**config.mk**
```make
export PLATFORM = sky130hd
export DESIGN_NAME = sdram_burst_addr_map
export DESIGN_NICKNAME = d
export VERILOG_FILES = /design/src/rtl/sbam_pkg.sv /design/src/rtl/sbam_addr_mux.sv /design/src/rtl/sdram_burst_addr_map.sv
export SDC_FILE = /design/constraint.sdc
export NUM_CORES = 1
export LEC_CHECK = 0
export BUFFER_PORTS_ARGS = -buffer_cell sky130_fd_sc_hd__buf_2
export CORE_MARGIN = 4
export CORE_UTILIZATION = 55
export DETAILED_ROUTE_END_ITERATION = 6
export PLACE_DENSITY = 0.87
export SLEW_MARGIN = 40
export SYNTH_ARGS = -nofsm -noshare
export SYNTH_HDL_FRONTEND = slang
export SYNTH_HIERARCHICAL = 1
export SYNTH_SLANG_ARGS = --single-unit
```
**constraint.sdc**
```tcl
create_clock -name clk -period 4.88 [get_ports clk]
set_clock_uncertainty 0.05 [all_clocks]
set_input_delay 0.976 -clock clk [delete_from_list [all_inputs] [get_ports clk]]
set_output_delay 0.976 -clock clk [all_outputs]
set_load 0.005 [all_outputs]
```
**src/rtl/sbam_pkg.sv**
```systemverilog
// Shared constants and types for the burst address mapper.
package sbam_pkg;
  localparam int CLK_PERIOD_NS = 5;
  localparam int FRONT_CYCLES  = 3;
  localparam int CAS_CYCLES    = 2;
  localparam int BEATS         = 4;
  localparam int ADDR_OUT_W    = 19;
  localparam int AHB_ADDR_W    = 32;
  localparam int DATA_W        = 64;
  localparam int NUM_CS        = 4;
  localparam int AP_BIT_SDR    = 10;
  localparam int AP_BIT_DDR32  = 8;
  localparam int BANK_BIT_OUT  = 13;
  localparam int BANK_BIT_AHB  = 21;

  // Address map select codes.
  localparam logic [1:0] MAP_BRC   = 2'h0;
  localparam logic [1:0] MAP_RBC   = 2'h1;
  localparam logic [1:0] MAP_FLASH = 2'h2;
  // Data bus width codes.
  localparam logic [1:0] BUS_16 = 2'h0;
  localparam logic [1:0] BUS_32 = 2'h1;
  localparam logic [1:0] BUS_64 = 2'h2;

  typedef enum logic [1:0] {
    PH_ROW,
    PH_BANK,
    PH_COL
  } sbam_phase_e;
endpackage : sbam_pkg

```
**src/rtl/sbam_addr_mux.sv**
```systemverilog
// Combinational address multiplexer for row, bank and column phases.
`timescale 1ns/1ps
module sbam_addr_mux (
  input  wire logic [31:0] ahb_addr,
  input  wire logic [1:0]  address_map_select,
  input  wire logic [1:0]  bus_width,
  input  wire logic        is_ddr,
  input  wire logic [1:0]  phase,
  input  wire logic [1:0]  sub_beat,
  input  wire logic        precharge,
  output logic      [18:0] addr,
  output logic             auto_precharge_bit
);
  logic [18:0] row_a;
  logic [18:0] bank_a;
  logic [18:0] col_a;
  logic [1:0]  grp;
  logic [2:0]  seg;
  logic [10:0] col_hi;

  // Scheme decides where the bank bits are taken from.
  assign grp = (address_map_select == sbam_pkg::MAP_RBC) ? ahb_addr[11:10] : ahb_addr[22:21];
  assign seg = ahb_addr[25:23];
  assign col_hi = ahb_addr[14:4];
  // Row and bank lines; bank sits on A13/A14, segments on A15..A17.
  assign row_a = {6'h00, ahb_addr[24:12]};
  assign bank_a = (address_map_select == sbam_pkg::MAP_FLASH) ?
                  {1'b0, seg, grp, 13'h0000} : {4'h0, grp, 13'h0000};
  // Low column bits come from the sub-beat counter, not from the bus.
  always_comb begin
    col_a = {8'h00, col_hi};
    unique case (bus_width)
      sbam_pkg::BUS_16: col_a = {6'h00, col_hi, sub_beat};
      sbam_pkg::BUS_32: col_a = {7'h00, col_hi, sub_beat[0]};
      default:          col_a = {8'h00, col_hi};
    endcase
  end
  // Auto precharge rides A8 for 32-bit DDR, otherwise A10 outside the row phase.
  assign auto_precharge_bit = precharge;
  always_comb begin
    addr = row_a;
    unique case (phase)
      2'h0:    addr = row_a;
      2'h1:    addr = bank_a | row_a;
      default: addr = col_a | bank_a;
    endcase
    if (is_ddr && bus_width == sbam_pkg::BUS_32) begin
      addr[sbam_pkg::AP_BIT_DDR32] = precharge;
    end else if (phase != 2'h0) begin
      addr[sbam_pkg::AP_BIT_SDR] = precharge;
    end
  end
endmodule : sbam_addr_mux

```
**src/rtl/sdram_burst_addr_map.sv**
```systemverilog
// Open-row burst sequencer with address mapping for SDR memory.
// How it works
// - Read command issues fourth cycle after AHB address, three front-end cycles.
// - Two cycles of CAS latency, then first read beat is captured.
// - Four beats captured back to back, each forwarded one cycle later.
// - Second read address accepted on last beat return; full front end repeats.
// - Write data taken in second cycle; four beats driven from fourth cycle.
// - Second write accepted during first burst; beats follow with no gap.
// - Per chip select map field picks how AHB address maps to 19 lines.
// - Column and bank bits driven together in the column phase only; row bits never driven.
// - Low column bits generated internally to step sub-beats on 16- and 32-bit buses; none on the fixed 64-bit bus.
// - 32-bit bus uses two sub-beats, lowest column bit 0 then 1.
// - 16-bit bus uses four sub-beats, column bits 00 to 11.
// - Auto precharge on A8 for 32-bit DDR, A10 otherwise.
// - Separate auto precharge output drives memory precharge input.
// - Bank-row-column, row-bank-column and segmented flash schemes supported.
// - Flash scheme drives up to three segment lines beside bank lines.
// - Sample 16M map puts AHB bit 21 on A13 and precharge on A10.
`timescale 1ns/1ps
module sdram_burst_addr_map #(
  parameter int FRONT = sbam_pkg::FRONT_CYCLES,
  parameter int CAS   = sbam_pkg::CAS_CYCLES
) (
  input  wire logic        clk,
  input  wire logic        nrst,
  input  wire logic        req_valid,
  input  wire logic        req_write,
  input  wire logic [31:0] req_addr,
  input  wire logic [1:0]  req_cs,
  output logic             req_ready,
  input  wire logic [63:0] wr_data,
  input  wire logic        wr_valid,
  input  wire logic [7:0]  dynamic_chip_config,
  output logic [63:0]      rd_data,
  output logic             rd_valid,
  output logic [18:0]      memory_address_out,
  output logic             auto_precharge_out,
  output logic             mem_read_cmd,
  output logic             mem_write_cmd,
  output logic [63:0]      mem_wr_data,
  input  wire logic [63:0] mem_rd_data
);
  typedef enum logic [2:0] {
    ST_IDLE,
    ST_FRONT,
    ST_CAS,
    ST_RDATA,
    ST_WDATA
  } sbam_state_e;

  sbam_state_e st_q, st_d;
  logic [3:0]  cnt_q, cnt_d;
  logic [31:0] addr_q;
  logic [1:0]  cs_q;
  logic        wr_q;
  logic [63:0] wbuf_q;
  logic        pend_q;
  logic [31:0] paddr_q;
  logic [1:0]  pcs_q;
  logic [63:0] pdata_q;
  logic [63:0] rd_data_q;
  logic        rd_valid_q;
  logic [18:0] mao_q;
  logic        ap_q;
  logic        rcmd_q;
  logic        wcmd_q;
  logic [63:0] mwd_q;
  logic [18:0] mux_addr;
  logic        mux_ap;
  logic [1:0]  cfg_map;
  logic [1:0]  cfg_bw;
  logic        cfg_ddr;
  logic        take;
  logic        front_done;
  logic        last_beat;
  logic        overlap_ok;
  logic        promote;
  logic        rd_beat;
  logic [1:0]  mux_phase;

  // Each chip select holds a 2-bit config: map in bits [2cs+1:2cs] of the config byte.
  function automatic logic [1:0] cfg_field(input logic [7:0] cfg, input logic [1:0] cs);
    cfg_field = cfg[{cs, 1'b0} +: 2];
  endfunction : cfg_field

  assign cfg_map    = cfg_field(dynamic_chip_config, cs_q);
  assign cfg_bw     = sbam_pkg::BUS_64;
  assign cfg_ddr    = 1'b0;
  // A read is taken only once the last beat has gone out, so the front end runs again.
  // A write may overlap on the first beat alone, which leaves time to park its data.
  assign take       = req_valid && req_ready;
  assign overlap_ok = (st_q == ST_WDATA) && (cnt_q == 4'h0) && !pend_q && wr_q;
  assign req_ready  = (st_q == ST_IDLE) || (overlap_ok && req_write);
  assign front_done = (st_q == ST_FRONT) && (cnt_q == 4'(FRONT - 1));
  assign last_beat  = cnt_q == 4'(sbam_pkg::BEATS - 1);
  assign promote    = (st_q == ST_WDATA) && last_beat && pend_q;
  assign rd_beat    = (st_q == ST_RDATA);
  // Open-row hits need only the column phase; the activate path would use the others.
  assign mux_phase  = sbam_pkg::PH_COL;

  // No auto precharge is asked for on open-row hits, so the dedicated line stays low.

  sbam_addr_mux u_mux (
    .ahb_addr           (addr_q),
    .address_map_select (cfg_map),
    .bus_width          (cfg_bw),
    .is_ddr             (cfg_ddr),
    .phase              (mux_phase),
    .sub_beat           (cnt_q[1:0]),
    .precharge          (1'b0),
    .addr               (mux_addr),
    .auto_precharge_bit (mux_ap)
  );

  // The beat counter is cleared on every state change and at each burst end, held at zero in idle, and counts up otherwise.
  always_comb begin
    st_d  = st_q;
    cnt_d = cnt_q + 4'h1;
    unique case (st_q)
      ST_IDLE: begin
        cnt_d = 4'h0;
        if (take) st_d = ST_FRONT;
      end
      ST_FRONT: if (front_done) begin
        cnt_d = 4'h0;
        st_d  = wr_q ? ST_WDATA : ST_CAS;
      end
      ST_CAS: if (cnt_q == 4'(CAS)) begin
        cnt_d = 4'h0;
        st_d  = ST_RDATA;
      end
      ST_RDATA: if (last_beat) begin
        cnt_d = 4'h0;
        st_d  = ST_IDLE;
      end
      ST_WDATA: if (last_beat) begin
        cnt_d = 4'h0;
        st_d  = pend_q ? ST_WDATA : ST_IDLE;
      end
    endcase
  end

  always_ff @(posedge clk) begin
    if (!nrst) begin
      st_q <= ST_IDLE;
      cnt_q <= 4'h0;
      addr_q <= 32'h0000_0000;
      cs_q <= 2'h0;
      wr_q <= 1'b0;
      wbuf_q <= 64'h0;
      pend_q <= 1'b0;
      paddr_q <= 32'h0000_0000;
      pcs_q <= 2'h0;
      pdata_q <= 64'h0;
    end else begin
      st_q <= st_d;
      cnt_q <= cnt_d;
      if (take && st_q != ST_WDATA) begin
        addr_q <= req_addr;
        cs_q <= req_cs;
        wr_q <= req_write;
      end
      if (wr_valid && st_q == ST_FRONT) wbuf_q <= wr_data;
      // Overlapped write is parked, then promoted at the first burst's end.
      if (take && st_q == ST_WDATA) begin
        pend_q <= 1'b1;
        paddr_q <= req_addr;
        pcs_q <= req_cs;
      end else if (promote) begin
        pend_q <= 1'b0;
        addr_q <= paddr_q;
        cs_q <= pcs_q;
        wbuf_q <= pdata_q;
      end
      if (wr_valid && pend_q) pdata_q <= wr_data;
    end
  end

  // Output stage: command, address and data all come from flip-flops.
  // Command and address share one edge; the first beat after a promotion still carries the first burst's address.
  always_ff @(posedge clk) begin
    if (!nrst) begin
      mao_q <= 19'h00000;
      ap_q <= 1'b0;
      rcmd_q <= 1'b0;
      wcmd_q <= 1'b0;
    end else begin
      rcmd_q <= front_done && !wr_q;
      wcmd_q <= (st_d == ST_WDATA);
      mao_q <= mux_addr;
      ap_q <= mux_ap;
    end
  end

  // On a promotion edge the parked word goes out at once, or the first beat would be stale.
  always_ff @(posedge clk) begin
    if (!nrst) begin
      mwd_q <= 64'h0;
    end else begin
      mwd_q <= promote ? pdata_q : wbuf_q;
    end
  end

  // Each beat is captured and handed to the bus side by one register, a cycle later.
  always_ff @(posedge clk) begin
    if (!nrst) begin
      rd_data_q <= 64'h0;
      rd_valid_q <= 1'b0;
    end else begin
      rd_valid_q <= rd_beat;
      if (rd_beat) rd_data_q <= mem_rd_data;
    end
  end

  assign memory_address_out = mao_q;
  assign auto_precharge_out = ap_q;
  assign mem_read_cmd       = rcmd_q;
  assign mem_write_cmd      = wcmd_q;
  assign mem_wr_data        = mwd_q;
  assign rd_data            = rd_data_q;
  assign rd_valid           = rd_valid_q;
endmodule : sdram_burst_addr_map

```
After elaboration in Yosys (flattened, before gate mapping). Index checks and enable logic that the tools add are counted.

Register bits after elaboration: 355. Latch bits: 0. Bits in writable memories: 0. Bits in read-only memories: 0. Bits of input ports: 175. Output and inout port bits: 152. Logic and storage cells: 76. Memories: 0.

Add/subtract/negate cells: 1. Multiply operators: 0. Divide/modulo/power cells: 0. Order comparisons: 0. Equality and inequality tests: 10. Shift-type cells: 1. Muxes and demuxes: 26. Bitwise operators: 1. Reductions and logical operators: 20.

Operators by type and width (number): 64-bit 2-to-1 mux (4); 32-bit 2-to-1 mux (3); 3-bit 2-to-1 mux (7); 11-bit by 19-bit OR with 19-bit output (1); 18-bit 2-to-1 mux (1); 4-bit one-hot mux with 4 select lines (1); 3-bit one-hot mux with 5 select lines (1); 1-bit logical AND (13); 4-bit 2-to-1 mux (3); 4-bit by 2-bit equality test with 1-bit output (second input constant) (2); 2-bit 2-to-1 mux (4); 8-bit by 4-bit variable part select with 2-bit output (1); 3-bit by 2-bit equality test with 1-bit output (second input constant) (2); 3-bit equality test (second input constant) (2); 4-bit by 1-bit adder with 4-bit output (second input constant) (1); 4-bit logical NOT (1); 3-bit by 1-bit equality test with 1-bit output (second input constant) (1); 3-bit logical NOT (1); 3-bit != test (second input constant) (1); 2-bit by 1-bit equality test with 1-bit output (second input constant) (1); 2-bit equality test (second input constant) (1); 1-bit logical NOT (2); 1-bit 2-to-1 mux (2); 2-bit nonzero test (1); other kinds (2) (2).

Longest topological paths before layout.
Word-level depth: 11. Depth in mapped cells: 7. Gate-level depth less buffers: 5.

Cells and area by module. Netlist, hierarchy kept.

Modules (own cells, without submodules): sdram_burst_addr_map (times used 1, cells each 1633, area an instance 13859.5 µm², sequential area each 7126.8 µm²); sbam_addr_mux (times used 1, cells each 69, area an instance 506.7 µm², sequential area each 0.0 µm²).

Worst setup path after synthesis. No wires, ideal clock.

Path kind: input to output. Start: in req_write. End: out req_ready. Data arrival time: 1.339 ns. Data required time: 3.854 ns. Path slack: 2.515 ns. Stages on the path: 3. Path buffers: 0. Cell sequence: and3_1 a21oi_1 nor3_1.

Longest elaborated chain between the ends: 2.

RTL lines: start: declaration (line sdram_burst_addr_map.sv:27) `input wire logic req_write,`; 1-bit logical AND (line sdram_burst_addr_map.sv:93) `assign req_ready = (st_q == ST_IDLE) || (overlap_ok && req_write);`; 1-bit logical OR (line sdram_burst_addr_map.sv:93); end: declaration (line sdram_burst_addr_map.sv:30) `output logic req_ready,`.

Every way passes these cells.

Worst setup path after layout.
Start: reg cnt_q[0]. End: out req_ready.

Longest elaborated chain between the ends: 6.

RTL lines: start: declaration (line sdram_burst_addr_map.sv:52) `logic [3:0] cnt_q, cnt_d;`; start signal: assignment (line sdram_burst_addr_map.sv:157) `cnt_q <= cnt_d;`; 4-bit logical NOT (line sdram_burst_addr_map.sv:92) `assign overlap_ok = (st_q == ST_WDATA) && (cnt_q == 4'h0) && !pend_q && wr_q;`; 1-bit logical AND (3 in series) (line sdram_burst_addr_map.sv:92); 1-bit logical AND (line sdram_burst_addr_map.sv:93); 1-bit logical OR (line sdram_burst_addr_map.sv:93).

Every way passes these cells.

==> out/qor.yml <==
portBuffers: 316
ctsHoldBuffers: 0
cts_tree: "built"
rsz0062_at_grt: "no"
htree_levels: 2
worst_setup_path_end_kind: "output pin"
drt-total-wl_um: 37900
routedWlPerCell_um: 17.3
die-area_um2: 27200
clock_path_buffers: 3
die_h_um: 165
path_class: "register to output pin"
fin_area_um2: 16300
crit_fanout: 5
status: "complete, no violations"
clk_pin_slew_ns: 0.06
grtUsageTotal_pct: 25.9
cts_buffers: 35
grt_max_degree: 160
netlist_area_um2: 13600
gp_congestion: 0.828
final_nets: 2021
dp_cells: 2130
p_per_area_nw_per_um2: 359
synthToLayoutAreaGrowth_pct: 19.9
min_period_ns: 2.81
maxCapViolations: 0
grt_pass1_wl_um: 58200
fin_tns_setup_ns: 0
drive_gt1_share_pct: 23.5
fillerInstances: 1889
antenna_found_initial: 7
hold_viol_final: 0
rows: 57
root_buffer: "clkbuf_16"
ff2ff_path_depth: 5
grt_pass1_vias: 11800
p_leak_nw: 6.20
numClockSinks: 336
yosysWarnings: 6
clk_latency_ns: 0.51
layout.cells.non_filler: 2197
slew_viol_final: 0
crit_arrival_ns: 1.79
placed_area_um2: 15100
ios: 327
hp-class: "register to register"
synth_area_per_cell_um2: 8.36
dp_hpwl_um: 23000
first_pass_iters: 5
hold_depth: 2
first_iter_violations: 1346
drc: 0
post_cts_buffers: 0
fmax_mhz: 356
die_x_um: 165
finalSetupViolations: 0
dr_total_vias: 12500
irDropWorstVdd_uv: 279
critical_path_required_ns: 3.85
hold-worst-slack_ns: 0.400
gr-total-overflow: 0
start_kind: "register"
synth_cells: 1622
worst_pin_slew_ns: 0.826
finalCritPeriodShare_pct: 57.6
antenna_left: 0
start_util_pct: 55.8
avgViaCountPerCell: 5.71
core_um2: 24300
slew_headroom_pct: 44.9
cts.repair.resized: 0
## flip-flops by register name, summed over array words and instances, names as in the netlist, 2 cells and up
name and count:
addr_q 22, paddr_q 22, cnt_q 4, pdata_q 64, mem_wr_data 64, st_q 3, cs_q 2, rd_data 64
memory_address_out 19, wbuf_q 64, pcs_q 2
## layout by cell type, fill, tap and decap left out, types with 4 or more instances in the layout
cell,n
o21ai_1,8
dfxtp_1,336
nor2_1,10
o31ai_1,6
buf_4,15
mux2i_1,63
buf_2,315
o31ai_2,19
conb_1,17
a21oi_1,222
and2_1,23
clkbuf_1,4
nand2_1,441
clkinv_2,7
mux2_2,11
a311oi_1,64
clkbuf_8,6
nand3_1,66
diode_2,8
o21ai_0,66
clkbuf_16,37
nor3_1,66
a211oi_1,4
nor3b_1,5
## routing by layer
metal	wire, um	GRT usage, %	part of all wire (%)
met5	27	0	0.071
met4	1660	13.0	4.4
met3	3420	5.96	9.0
met2	18500	43.3	49
met1	14400	31.3	38
## path summary, 6_finish.rpt
path | from | endpoint | slack [ns]
worst max register to register | cnt_q[0]$_SDFF_PN0_ | wbuf_q[42]$_SDFF_PN0_ | 2.28
worst max-delay path | cnt_q[0]$_SDFF_PN0_ | req_ready | 2.07
worst min register to register | rd_data[22]$_SDFFE_PN0P_ | rd_data[22]$_SDFFE_PN0P_ | 0.40
worst min-delay path | rd_data[22]$_SDFFE_PN0P_ | rd_data[22]$_SDFFE_PN0P_ | 0.40
## through the flow
| step | utilization [%] | setup WS, ns | total power [mW] |
|---|---|---|---|
| 2_1_floorplan | - | 2.51 | 3.10 |
| 3_3_place_gp | 61.8 | 2.24 | 3.23 |
| 3_5_place_dp | 62.1 | 2.19 | 3.24 |
| 4_1_cts | 66.7 | 2.08 | 5.87 |
| 5_1_grt | 66.8 | 2.00 | 6.04 |
| 6_report | 66.9 | 2.07 | 5.83 |
## power by group
| group | switching [mW] | leakage (nW) | internal [mW] |
|---|---|---|---|
| sequential | 0.0369 | 2.72 | 2.80 |
| combinational | 0.197 | 2.91 | 0.155 |
| clock | 1.06 | 0.564 | 1.58 |
## worst max-delay path: stages (launching register included)
cell     delay (ns)
dfxtp_1        0.42
inv_1          0.10
ha_1           0.20
and3_1         0.19
a21oi_1        0.14
nor3_1         0.06
buf_2          0.17
## area by class of cell
type | count | area, um^2 | area share [%]
inverter | 4 | 27.5 | 0.169
multi-input combinational | 1132 | 6170 | 38.0
antenna | 8 | 20.0 | 0.123
timing repair buffer | 334 | 1770 | 10.9
clock inverter | 12 | 119 | 0.731
clock buffer | 47 | 1020 | 6.29
sequential | 336 | 6730 | 41.4
tap | 324 | 405 | 2.49
Note: power is estimated with default switching activity, not from simulation.
